--- src/inc/wake_pkg.sv ---
package wake_pkg;

  // ==========================================================================
  // Sizes
  localparam int FILT_N    = 6;
  localparam int WS_W      = FILT_N + 2;
  localparam int LEN_W     = 14;
  localparam int MEM_BYTES = 128;
  localparam int MEM_AW    = 7;
  localparam int MAC_W     = 48;

  // ==========================================================================
  // Wake status and wake filter control bit positions
  localparam int WS_LINK_CHANGE_WAKE  = 0;
  localparam int WS_MAGIC = 1;
  localparam int WS_FILT0 = 2;

  // ==========================================================================
  // Magic pattern
  localparam logic [7:0] SYNC_BYTE  = 8'hff;
  localparam logic [2:0] SYNC_COUNT = 3'h6;
  localparam logic [2:0] MAC_LAST   = 3'h5;
  localparam logic [3:0] REPS_LAST  = 4'hf;

  // ==========================================================================
  // Power states and reset values
  localparam logic [1:0] PS_D0 = 2'h0;
  localparam logic [1:0] PS_D3 = 2'h3;
  localparam logic [LEN_W-1:0] LEN_RESET = 14'h0000;
  localparam logic [WS_W-1:0]  WS_RESET  = 8'h00;
  localparam logic [LEN_W-1:0] LEN_MAX   = 14'h3fff;

  typedef enum logic [0:0] {
    MG_SYNC = 1'b0,
    MG_ADDR = 1'b1
  } magic_state_e;

  typedef enum logic [2:0] {
    CMD_CTRL       = 3'b000,
    CMD_PME_EN     = 3'b001,
    CMD_ARM        = 3'b010,
    CMD_DISARM     = 3'b011,
    CMD_CLR_PME    = 3'b100,
    CMD_CLR_STATUS = 3'b101,
    CMD_POWER      = 3'b110,
    CMD_READ_MEM   = 3'b111
  } host_cmd_e;

  // Write-one-to-clear update; a set in the same cycle wins
  function automatic logic [WS_W-1:0] w1c(input logic [WS_W-1:0] cur,
                                          input logic [WS_W-1:0] set,
                                          input logic [WS_W-1:0] clr);
    w1c = (cur & ~clr) | set;
  endfunction

endpackage

--- src/inc/wake_if.sv ---
`timescale 1ns/100ps
interface wake_if;
  import wake_pkg::*;

  // Host to device controls
  logic              pme_en;
  logic              advanced_wake_enable;
  logic              advanced_pme_select;
  logic              active_state_advanced_wake;
  logic [WS_W-1:0]   wake_filter_control;
  logic [1:0]        power_state;
  logic              reset_power_state;
  logic              clr_pme_status;
  logic [WS_W-1:0]   clr_wake_status;
  logic [MEM_AW-1:0] mem_addr;

  // Device to host state
  logic              pme_status;
  logic [WS_W-1:0]   wake_status;
  logic [LEN_W-1:0]  wake_packet_length;
  logic [7:0]        mem_data;
  logic              pm_pme;

  // Open-drain wake request pin, pulled up when nobody drives it
  logic              wake_pin_out;
  logic              wake_pin_oe_n;
  logic              wake_request_pin;
  assign wake_request_pin = wake_pin_oe_n ? 1'b1 : wake_pin_out;

  modport device (
    input  pme_en, advanced_wake_enable, advanced_pme_select,
    input  active_state_advanced_wake, wake_filter_control, power_state,
    input  reset_power_state, clr_pme_status, clr_wake_status, mem_addr,
    output pme_status, wake_status, wake_packet_length, mem_data, pm_pme,
    output wake_pin_out, wake_pin_oe_n,
    input  wake_request_pin
  );

  modport host (
    output pme_en, advanced_wake_enable, advanced_pme_select,
    output active_state_advanced_wake, wake_filter_control, power_state,
    output reset_power_state, clr_pme_status, clr_wake_status, mem_addr,
    input  pme_status, wake_status, wake_packet_length, mem_data, pm_pme,
    input  wake_request_pin
  );

endinterface

--- src/verilog/wake_device.sv ---
`timescale 1ns/100ps
module wake_device
  import wake_pkg::*;
(
  // Clock, reset, enable
  input  wire logic               core_clk_i,
  input  wire logic               rst_n_i,
  input  wire logic               ce_i,
  // Link to host
  wake_if.device                  bus,
  // Receive byte stream
  input  wire logic               rx_valid_i,
  input  wire logic [7:0]         rx_data_i,
  input  wire logic               rx_last_i,
  input  wire logic               addr_pass_i,
  input  wire logic [FILT_N-1:0]  filter_match_i,
  input  wire logic [MAC_W-1:0]   station_addr_i,
  // Network link
  input  wire logic               link_change_i
);

  // ==========================================================================
  // Magic packet detector
  magic_state_e      state;
  magic_state_e      next_state;
  logic [2:0]        sync_cnt;
  logic [2:0]        next_sync_cnt;
  logic [2:0]        byte_idx;
  logic [2:0]        next_byte_idx;
  logic [3:0]        rep_cnt;
  logic [3:0]        next_rep_cnt;
  logic              found;
  logic              hit;
  logic [7:0]        exp_byte;
  logic              rx_take;
  logic              eop;

  assign rx_take = ce_i & rx_valid_i;
  assign eop     = rx_take & rx_last_i;
  assign exp_byte = station_addr_i[(MAC_W - 8) - 8 * int'(byte_idx) +: 8];

  always_comb
  begin
    next_state    = state;
    next_sync_cnt = sync_cnt;
    next_byte_idx = byte_idx;
    next_rep_cnt  = rep_cnt;
    hit           = 1'b0;
    case (state)
      MG_SYNC:
      begin
        if (rx_data_i == SYNC_BYTE)
        begin
          if (sync_cnt != SYNC_COUNT)
            next_sync_cnt = sync_cnt + 3'h1;
        end
        else if (sync_cnt == SYNC_COUNT && rx_data_i == exp_byte)
        begin
          next_state    = MG_ADDR;
          next_byte_idx = 3'h1;
          next_rep_cnt  = 4'h0;
          next_sync_cnt = 3'h0;
        end
        else
          next_sync_cnt = 3'h0;
      end
      MG_ADDR:
      begin
        if (rx_data_i == exp_byte)
        begin
          if (byte_idx == MAC_LAST)
          begin
            next_byte_idx = 3'h0;
            if (rep_cnt == REPS_LAST)
            begin
              hit        = 1'b1;
              next_state = MG_SYNC;
            end
            else
              next_rep_cnt = rep_cnt + 4'h1;
          end
          else
            next_byte_idx = byte_idx + 3'h1;
        end
        else
        begin
          next_state    = MG_SYNC;
          next_byte_idx = 3'h0;
          next_sync_cnt = (rx_data_i == SYNC_BYTE) ? 3'h1 : 3'h0;
        end
      end
      default:
      begin
        next_state    = MG_SYNC;
        next_sync_cnt = 3'h0;
      end
    endcase
  end

  // Every received byte runs through the detector
  always_ff @(posedge core_clk_i or negedge rst_n_i)
  begin
    if (!rst_n_i)
    begin
      state    <= MG_SYNC;
      sync_cnt <= 3'h0;
      byte_idx <= 3'h0;
      rep_cnt  <= 4'h0;
      found    <= 1'b0;
    end
    else if (rx_take)
    begin
      if (rx_last_i)
      begin
        state    <= MG_SYNC;
        sync_cnt <= 3'h0;
        byte_idx <= 3'h0;
        rep_cnt  <= 4'h0;
        found    <= 1'b0;
      end
      else
      begin
        state    <= next_state;
        sync_cnt <= next_sync_cnt;
        byte_idx <= next_byte_idx;
        rep_cnt  <= next_rep_cnt;
        found    <= found | hit;
      end
    end
  end

  // ==========================================================================
  // Wake decision at end of packet and on link change
  logic              pkt_magic;
  logic              power_ok;
  logic              apm_hit;
  logic              pkt_block;
  logic [WS_W-1:0]   pm_hits;
  logic              lnk_hit;
  logic [WS_W-1:0]   set_vec;
  logic              pkt_wake;
  logic              wake_evt;
  logic              pin_req;
  logic              store;

  assign pkt_magic = found | hit;
  assign power_ok  = bus.active_state_advanced_wake
                   | (bus.power_state == PS_D3)
                   | bus.reset_power_state;
  assign apm_hit   = eop & pkt_magic & bus.advanced_wake_enable
                   & (bus.advanced_pme_select | bus.pme_en)
                   & power_ok;
  assign pkt_block = |bus.wake_status[WS_W-1:WS_MAGIC];

  always_comb
  begin
    pm_hits = WS_RESET;
    if (eop && addr_pass_i && !pkt_block)
    begin
      pm_hits[WS_MAGIC] = pkt_magic & bus.wake_filter_control[WS_MAGIC];
      pm_hits[WS_W-1:WS_FILT0] = filter_match_i
        & bus.wake_filter_control[WS_W-1:WS_FILT0];
    end
  end

  assign lnk_hit = ce_i & link_change_i
                 & bus.wake_filter_control[WS_LINK_CHANGE_WAKE]
                 & ~bus.wake_status[WS_LINK_CHANGE_WAKE];

  always_comb
  begin
    set_vec           = pm_hits;
    set_vec[WS_MAGIC] = pm_hits[WS_MAGIC] | apm_hit;
    set_vec[WS_LINK_CHANGE_WAKE]  = lnk_hit;
  end

  // Both methods feed the same event, so a filter wake ignores ADVANCED_WAKE_ENABLE
  assign pkt_wake = apm_hit | (|pm_hits);
  assign wake_evt = pkt_wake | lnk_hit;
  assign pin_req  = apm_hit | (bus.pme_en & wake_evt);
  assign store    = pkt_wake & ~bus.wake_status[WS_MAGIC];

  // ==========================================================================
  // Packet length and capture memory (two banks, flipped on a stored wake)
  logic [LEN_W-1:0]  rx_len;
  logic [LEN_W-1:0]  pkt_len;
  logic              bank;
  logic [7:0]        mem [0:2*MEM_BYTES-1];

  assign pkt_len = (rx_len == LEN_MAX) ? LEN_MAX : rx_len + 14'h0001;

  always_ff @(posedge core_clk_i or negedge rst_n_i)
  begin
    if (!rst_n_i)
      rx_len <= LEN_RESET;
    else if (rx_take)
      rx_len <= rx_last_i ? LEN_RESET : pkt_len;
  end

  always_ff @(posedge core_clk_i)
  begin
    if (rx_take && rx_len < LEN_W'(MEM_BYTES))
      mem[{~bank, rx_len[MEM_AW-1:0]}] <= rx_data_i;
  end

  always_ff @(posedge core_clk_i or negedge rst_n_i)
  begin
    if (!rst_n_i)
      bank <= 1'b0;
    else if (ce_i && store)
      bank <= ~bank;
  end

  always_ff @(posedge core_clk_i or negedge rst_n_i)
  begin
    if (!rst_n_i)
      bus.mem_data <= 8'h00;
    else if (ce_i)
      bus.mem_data <= mem[{bank, bus.mem_addr}];
  end

  always_ff @(posedge core_clk_i or negedge rst_n_i)
  begin
    if (!rst_n_i)
      bus.wake_packet_length <= LEN_RESET;
    else if (pkt_wake)
      bus.wake_packet_length <= pkt_len;
  end

  // ==========================================================================
  // Status, PME and wake request pin
  logic              pme_en_q;
  logic              pin_on;

  always_ff @(posedge core_clk_i or negedge rst_n_i)
  begin
    if (!rst_n_i)
      bus.wake_status <= WS_RESET;
    else if (ce_i)
      bus.wake_status <= w1c(bus.wake_status, set_vec,
                             bus.clr_wake_status);
  end

  always_ff @(posedge core_clk_i or negedge rst_n_i)
  begin
    if (!rst_n_i)
      bus.pme_status <= 1'b0;
    else if (ce_i)
      bus.pme_status <= wake_evt | (bus.pme_status & ~bus.clr_pme_status);
  end

  always_ff @(posedge core_clk_i or negedge rst_n_i)
  begin
    if (!rst_n_i)
      pme_en_q <= 1'b0;
    else if (ce_i)
      pme_en_q <= bus.pme_en;
  end

  // Each qualifying event raises the pin again and sends a message
  always_ff @(posedge core_clk_i or negedge rst_n_i)
  begin
    if (!rst_n_i)
      pin_on <= 1'b0;
    else if (ce_i)
    begin
      if (wake_evt && pin_req)
        pin_on <= 1'b1;
      else if (bus.clr_pme_status || (pme_en_q && !bus.pme_en))
        pin_on <= 1'b0;
    end
  end

  always_ff @(posedge core_clk_i or negedge rst_n_i)
  begin
    if (!rst_n_i)
      bus.pm_pme <= 1'b0;
    else if (ce_i)
      bus.pm_pme <= wake_evt & pin_req;
  end

  assign bus.wake_pin_out  = 1'b0;
  assign bus.wake_pin_oe_n = ~pin_on;

endmodule // wake_device

--- src/flat_wrapper.sv ---
// flat-port wrapper written by rule: the top's interface ports become plain ports
module wake_device_flat import wake_pkg::*;
  (core_clk_i, rst_n_i, ce_i, rx_valid_i, rx_data_i, rx_last_i, addr_pass_i, filter_match_i, station_addr_i, link_change_i, bus_pme_en, bus_advanced_wake_enable, bus_advanced_pme_select, bus_active_state_advanced_wake, bus_wake_filter_control, bus_power_state, bus_reset_power_state, bus_clr_pme_status, bus_clr_wake_status, bus_mem_addr, bus_pme_status, bus_wake_status, bus_wake_packet_length, bus_mem_data, bus_pm_pme, bus_wake_pin_out, bus_wake_pin_oe_n);
  wake_if bus_i ();
  input  wire logic core_clk_i;
  input  wire logic rst_n_i;
  input  wire logic ce_i;
  input  wire logic rx_valid_i;
  input  wire logic [7:0] rx_data_i;
  input  wire logic rx_last_i;
  input  wire logic addr_pass_i;
  input  wire logic [FILT_N-1:0] filter_match_i;
  input  wire logic [MAC_W-1:0] station_addr_i;
  input  wire logic link_change_i;
  input wire logic [$bits(bus_i.pme_en)-1:0] bus_pme_en;
  input wire logic [$bits(bus_i.advanced_wake_enable)-1:0] bus_advanced_wake_enable;
  input wire logic [$bits(bus_i.advanced_pme_select)-1:0] bus_advanced_pme_select;
  input wire logic [$bits(bus_i.active_state_advanced_wake)-1:0] bus_active_state_advanced_wake;
  input wire logic [$bits(bus_i.wake_filter_control)-1:0] bus_wake_filter_control;
  input wire logic [$bits(bus_i.power_state)-1:0] bus_power_state;
  input wire logic [$bits(bus_i.reset_power_state)-1:0] bus_reset_power_state;
  input wire logic [$bits(bus_i.clr_pme_status)-1:0] bus_clr_pme_status;
  input wire logic [$bits(bus_i.clr_wake_status)-1:0] bus_clr_wake_status;
  input wire logic [$bits(bus_i.mem_addr)-1:0] bus_mem_addr;
  output wire logic [$bits(bus_i.pme_status)-1:0] bus_pme_status;
  output wire logic [$bits(bus_i.wake_status)-1:0] bus_wake_status;
  output wire logic [$bits(bus_i.wake_packet_length)-1:0] bus_wake_packet_length;
  output wire logic [$bits(bus_i.mem_data)-1:0] bus_mem_data;
  output wire logic [$bits(bus_i.pm_pme)-1:0] bus_pm_pme;
  output wire logic [$bits(bus_i.wake_pin_out)-1:0] bus_wake_pin_out;
  output wire logic [$bits(bus_i.wake_pin_oe_n)-1:0] bus_wake_pin_oe_n;
  assign bus_i.pme_en = bus_pme_en;
  assign bus_i.advanced_wake_enable = bus_advanced_wake_enable;
  assign bus_i.advanced_pme_select = bus_advanced_pme_select;
  assign bus_i.active_state_advanced_wake = bus_active_state_advanced_wake;
  assign bus_i.wake_filter_control = bus_wake_filter_control;
  assign bus_i.power_state = bus_power_state;
  assign bus_i.reset_power_state = bus_reset_power_state;
  assign bus_i.clr_pme_status = bus_clr_pme_status;
  assign bus_i.clr_wake_status = bus_clr_wake_status;
  assign bus_i.mem_addr = bus_mem_addr;
  assign bus_pme_status = bus_i.pme_status;
  assign bus_wake_status = bus_i.wake_status;
  assign bus_wake_packet_length = bus_i.wake_packet_length;
  assign bus_mem_data = bus_i.mem_data;
  assign bus_pm_pme = bus_i.pm_pme;
  assign bus_wake_pin_out = bus_i.wake_pin_out;
  assign bus_wake_pin_oe_n = bus_i.wake_pin_oe_n;
  wake_device u_core (.core_clk_i(core_clk_i), .rst_n_i(rst_n_i), .ce_i(ce_i), .bus(bus_i), .rx_valid_i(rx_valid_i), .rx_data_i(rx_data_i), .rx_last_i(rx_last_i), .addr_pass_i(addr_pass_i), .filter_match_i(filter_match_i), .station_addr_i(station_addr_i), .link_change_i(link_change_i));
endmodule
--- config.mk ---
export PLATFORM = sky130hd
export DESIGN_NAME = wake_device_flat
export DESIGN_NICKNAME = d
export VERILOG_FILES = /design/src/inc/wake_pkg.sv /design/src/inc/wake_if.sv /design/src/verilog/wake_device.sv /design/src/flat_wrapper.sv
export SDC_FILE = /design/constraint.sdc
export NUM_CORES = 2
export LEC_CHECK = 0
export BUFFER_PORTS_ARGS = -buffer_cell sky130_fd_sc_hd__buf_2
export CORE_MARGIN = 5
export CORE_UTILIZATION = 70
export CTS_BUF_LIST = sky130_fd_sc_hd__clkbuf_8
export DETAILED_ROUTE_END_ITERATION = 7
export PLACE_DENSITY = 0.87
export SLEW_MARGIN = 20
export SYNTH_ARGS = -nofsm -noshare
export SYNTH_HDL_FRONTEND = slang
export SYNTH_SLANG_ARGS = --single-unit
--- constraint.sdc ---
create_clock -name core_clk_i -period 10.3 [get_ports core_clk_i]
set_input_delay 1.545 -clock core_clk_i [delete_from_list [all_inputs] [get_ports core_clk_i]]
set_output_delay 1.545 -clock core_clk_i [all_outputs]
set_load 0.02 [all_outputs]
---- Word-level counts from Yosys, hierarchy flattened ----
Memories as Yosys holds them, arrays and structs flattened. A register that Yosys moved wholly into a read port is not among the register bits.
Index checks and enable logic that the tools add are counted.
word-level totals
  bits in registers ....................... 53
  memory bits (writable) .................. 2048
  bits of input ports ..................... 100
  output and inout bits ................... 34
  word-level logic and storage cells ...... 125
  memories kept ........................... 1
cells by class
  $add $sub $neg .......................... 5
  order comparisons ....................... 1
  equality and inequality tests ........... 15
  shifts and indexed selects .............. 1
  muxes and demuxes ....................... 38
  bitwise operators ....................... 33
  reductions and logical operators ........ 18
memories
  memory      words  width  rd ports  clocked after Yosys merged registers in  write ports  line                text
  u_core.mem  256    8      1         1                                        1            wake_device.sv:188  logic [7:0] mem [0:2*MEM_BYTES-1];
operators with widths
  operator               number
  $shiftx 48x32->8       1
  $mux 14                2
  $mux 3                 9
  $mux 4                 6
  $ne 3x3->1 const B     6
  $mux 1                 16
  $add 14x1->14 const B  1
  $and 1x1->1            14
  $eq 14x14->1 const B   1
  $lt 14x8->1 const B    1
  $reduce_or 7->1        2
  $pmux 3 s2             2
  $or 1x1->1             9
  $and 8x8->8            1
  $eq 8x8->1             1
  $eq 8x8->1 const B     1
  $not 8->8              1
  $or 8x8->8             1
  $pmux 4 s2             1
  $logic_and 1x1->1      7
  $mux 7                 1
  $sub 6x6->7 const A    1
  $add 3x1->3 const B    2
  $and 6x6->6            1
  14 further kinds       23

---- Longest topological paths before layout ----
  depth after elaboration ................. 17
  gate-level depth with buffers ........... 13
  mapped depth without buffers ............ 8

---- Worst setup path before layout ----
No wires, ideal clock.
  path kind ............................... input -> register
  start point ............................. input bus_mem_addr[0]
  end point ............................... register u_core.bus.mem_data[4], read port of u_core.mem
  library setup time ...................... 121 ps
  data arrival time ....................... 4346 ps
  required time ........................... 10179 ps
  slack ................................... 5833 ps
  cell stages on the path ................. 11
  path buffers ............................ 5
  cell sequence ........................... buf_2 -> buf_4 -> buf_2 -> buf_2 -> buf_1 -> mux4_2 -> mux4_2 -> a22oi_1 -> nand3_1 -> a21oi_1 -> nand2_1
RTL lines
  item             line                text
  start, declared  flat_wrapper.sv:24  input wire logic [$bits(bus_i.mem_addr)-1:0] bus_mem_addr;
  end, declared    wake_if.sv:34       output pme_status, wake_status, wake_packet_length, mem_data, pm_pme,

---- Worst setup path in the final report ----
  start point ............................. input ce_i
  end point ............................... memory u_core.mem[209][7], enable pin
on the way
  word-level cells in the longest chain between the ends .. 4
RTL lines
  item                          line                text
  start, declared               flat_wrapper.sv:7   input wire logic ce_i;
  $and 1x1->1                   wake_device.sv:38   assign rx_take = ce_i & rx_valid_i;
  $logic_and 1x1->1             wake_device.sv:202  if (rx_take && rx_len < LEN_W'(MEM_BYTES))
  $mux 1                        wake_device.sv:202
  $mux 1 (implied by the code)  wake_device.sv:203  mem[{~bank, rx_len[MEM_AW-1:0]}] <= rx_data_i;
  end, declared                 wake_device.sv:188
No other way between the ends.

==> flow_summary_export.csv <==
group,metric,value,unit
power_and_ir_drop,power_density,187,mW/mm2
cts,cts_setup_buffers,0,
cts,clk_pin_slew,0.07,ns
placement,finalWeightedCongestion,0.869,
setup_path,end_kind,"flip-flop",
placement,dp_hpwl,126,mm
setup_path,critPathKind,"input port to flip-flop",
timing,setup_viol,0,
synth,syn_inst,3747,
setup_path,crit_end,"u_core.mem[209][7]$_DFFE_PP_",
routing,ant_nets,0,
routing,wl_per_cell,36.6,um
cts,ctsResizeCount,0,
placement,dp_slack,4.55,ns
worst_hold_path,hold_class,"flip-flop to flip-flop",
synth,synth_warnings,0,
setup_path,arrival,5.54,ns
power_and_ir_drop,p_switching,3.94,mW
cts,ctsHoldBuffers,0,
setup_path,start_kind,"input port",
cts,clk_latency,1.05,ns
global_routing,track_usage,34.4,%
power_and_ir_drop,clkPwrFrac,37.6,%
timing,whs,0.523,ns
setup_path,critPathRequiredTime,10.94,ns
setup_path,timing.rr.end,"u_core.bus.wake_packet_length[2]$_DFFE_PN0P_",
timing,relSlewSlack,20.1,%
cts,cts-root-buf,"clkbuf_8",
cts,htreeDepth,5,
timing,fin_crit_sh,47.6,%
cts,clock-sinks,2109,
setup_path,crit_path_start,"ce_i",
floorplanning,die_x,354,um
cts,cts_tree,"yes",
run_status,status,"completed",
final_layout,fin_area,0.0908,mm2
routing,drt_iter0_markers,7202,
timing,tns,0,ns
power_and_ir_drop,p_comb_share,6.3,%
routing,drt_wl_total,213,mm
floorplanning,start_util,70.2,%
setup_path,r2r_cells,8,
timing,worst_slew_pin_slew,1.19,ns
placement,port_buffers,132,
synth,synth_edf_count,2048,
floorplanning,num_rows,126,
synth,synth_area,0.0827,mm2
final_layout,fin_cells,5824,
floorplanning,io_pins,134,
floorplanning,die-height,354,um
global_routing,grt_max_degree,225,
floorplanning,die_area,0.125,mm2
global_routing,grt_pass1_wl,306,mm
global_routing,antenna_found_initial,15,
setup_path,cp_max_fo,27,
synth,synth_ff_type,"edfxtp_1",
synth,ys_seq_area_share,76.2,%
power_and_ir_drop,swShare,23.2,%
synth,ys_ff_latch,2109,
synth,synth_nets,3855,
setup_path,rrSetupSlack,5.95,ns
placement,dp_cells,5253,
flow_run,drv_cap,0,
power_and_ir_drop,p_int,13.0,mW
synth,ys_async_sr_fraction,2.89,%
cts,cts_buffers,331,
timing,finalHoldViolations,0,
power_and_ir_drop,sequentialPowerShare,56.1,%
final_layout,drive_gt1_share,29.3,%
global_routing,grt-ovfl-total,0,
timing,rsz0062_at_grt,"false",
power_and_ir_drop,leakage,29.0,nW
synth,avgSynthCellArea,22.1,um2
timing,fin_crit,4.90,ns
timing,clock_skew,0.0763,ns
routing,via_per_inst,7.45,
timing,timing.fmax,204,MHz
power_and_ir_drop,ir_drop,0.148,mV
placement,placed_cell_area,0.0850,mm2
timing,setup_slack,5.40,ns
timing,drv_slew,0,
cts,cts_buffer_depth,4,
routing,dr_total_vias,43400,
setup_path,rr_startpoint,"u_core.byte_idx[1]$_DFFE_PN0P_",
final_layout,syn_to_final_growth,9.79,%
synth,synth.distinct_cells,71,
routing,dr.pass1.iters,8,
floorplanning,core-area,0.118,mm2
global_routing,grt_pass1_vias,44000,
final_layout,num-nets-final,4160,
final_layout,fill_cells,5290,
routing,route.detailed.drc,0,
## cell usage in the layout, fill, tap and decap left out, drive strengths merged, types with 6 or more instances in the layout
cell type | Yosys | final
a21oi | 34 | 34
a222oi | 7 | 7
a22o | 7 | 7
a22oi | 35 | 35
a31oi | 9 | 9
buf | 95 | 181
bufinv | 0 | 6
clkbuf | 123 | 349
clkinv | 0 | 109
clkinvlp | 0 | 7
dfrtp | 61 | 61
diode | 0 | 9
edfxtp | 2048 | 2048
ha | 8 | 8
inv | 17 | 115
mux2 | 40 | 40
mux2i | 50 | 50
mux4 | 628 | 628
nand2 | 98 | 98
nand2b | 9 | 9
nand3 | 34 | 34
nand4 | 7 | 7
nor2 | 273 | 273
nor2b | 15 | 15
nor3 | 16 | 16
nor4 | 7 | 7
o21ai | 26 | 26
or4 | 8 | 8
xnor2 | 12 | 12
## registers in the layout, summed over array words and instances, names as in the netlist, 3 cells and up
name and cells:
u_core.bus.wake_status 8, u_core.byte_idx 3, u_core.bus.mem_data 8, u_core.mem 2048, u_core.rep_cnt 4, u_core.bus.wake_packet_length 14
u_core.rx_len 14, u_core.sync_cnt 3
## synth_stat cells (all sizes together) (12+ instances only)
cell | instances | area, um2
a21oi | 34 | 170
a22oi | 35 | 263
buf | 95 | 483
clkbuf | 123 | 462
dfrtp | 61 | 1530
edfxtp | 2048 | 61500
inv | 17 | 63.8
mux2 | 40 | 477
mux2i | 50 | 500
mux4 | 628 | 14100
nand2 | 98 | 375
nand3 | 34 | 170
nor2 | 273 | 1020
nor2b | 15 | 93.8
nor3 | 16 | 80.1
o21ai | 26 | 130
xnor2 | 12 | 105
## kinds of logic (layout without fill, tap and decap cells)
| kind of cell | after synthesis | after routing | synth area share, % |
|---|---|---|---|
| compound gates | 160 | 160 | 1.34 |
| fa+ha+maj | 8 | 8 | 0.121 |
| mux | 718 | 718 | 18.3 |
| xor+xnor | 14 | 14 | 0.148 |
| buf+inv | 235 | 767 | 1.22 |
| other cells | 1 | 10 | 0.00453 |
| simple gates | 502 | 502 | 2.68 |
| flops | 2109 | 2109 | 76.2 |
## power groups by stage
stage                     Clock, mW  Combinational, mW  Sequential (mW)
final                          6.38               1.07             9.51
after CTS                      6.39               1.05             9.50
after global routing           6.84               1.11             9.50
after global placement            0              0.990             9.67
after floorplan                   0              0.543             9.68
after detailed placement          0               1.04             9.68
## per-stage QoR
step                      power [mW]  utilization, %
after global placement          10.7            72.2
after global routing            17.5            77.1
after CTS                       16.9            77.1
final                           17.0            77.1
after floorplan                 10.2               -
after detailed placement        10.7            72.2
## worst max-delay path: stages
cell and delay (ns):
buf_2 0.08, buf_4 0.36, and2_1 0.66, nand3_1 0.38
nor3_1 0.81, nand2_1 0.77, nor2_1 0.92
## layer usage
layer  wire [um]  track usage [%]  share of wire [%]  up-vias
li1            -                -                  -    16400
met1       67200             45.0                 32    21900
met2      105000             54.9                 49     4235
met3       27900             9.85                 13      861
met4       12400             15.8                5.8       12
met5          79                0              0.037        -
## worst min-delay path by stage
stage | endpoint | start | cells past startpoint | slack (ns)
3_3_place_gp | u_core.bus.wake_status[0]$_DFFE_PN0P_ | u_core.bus.wake_status[0]$_DFFE_PN0P_ | 2 | 0.47
3_5_place_dp | u_core.bus.pme_status$_DFFE_PN0P_ | u_core.bus.pme_status$_DFFE_PN0P_ | 2 | 0.49
5_1_grt | u_core.bus.wake_status[0]$_DFFE_PN0P_ | u_core.bus.wake_status[0]$_DFFE_PN0P_ | 2 | 0.54
6_report | u_core.bus.wake_packet_length[3]$_DFFE_PN0P_ | u_core.bus.wake_packet_length[3]$_DFFE_PN0P_ | 1 | 0.52
4_1_cts | u_core.bus.wake_status[6]$_DFFE_PN0P_ | u_core.bus.wake_status[6]$_DFFE_PN0P_ | 2 | 0.52
2_1_floorplan | u_core.pme_en_q$_DFFE_PN0P_ | u_core.pme_en_q$_DFFE_PN0P_ | 1 | 0.47
## final cells by class
class | instances | area (um2) | share of cell area [%]
antenna | 9 | 22.5 | 0.0248
clock buffer | 340 | 4680 | 5.15
clock inverter | 220 | 1050 | 1.15
inverter | 17 | 63.8 | 0.0703
multi-input combinational | 1403 | 18700 | 20.6
sequential | 2109 | 63000 | 69.4
tap | 1536 | 1920 | 2.12
timing repair buffer | 190 | 1340 | 1.48
No activity file was read; power rests on OpenSTA's default activity.
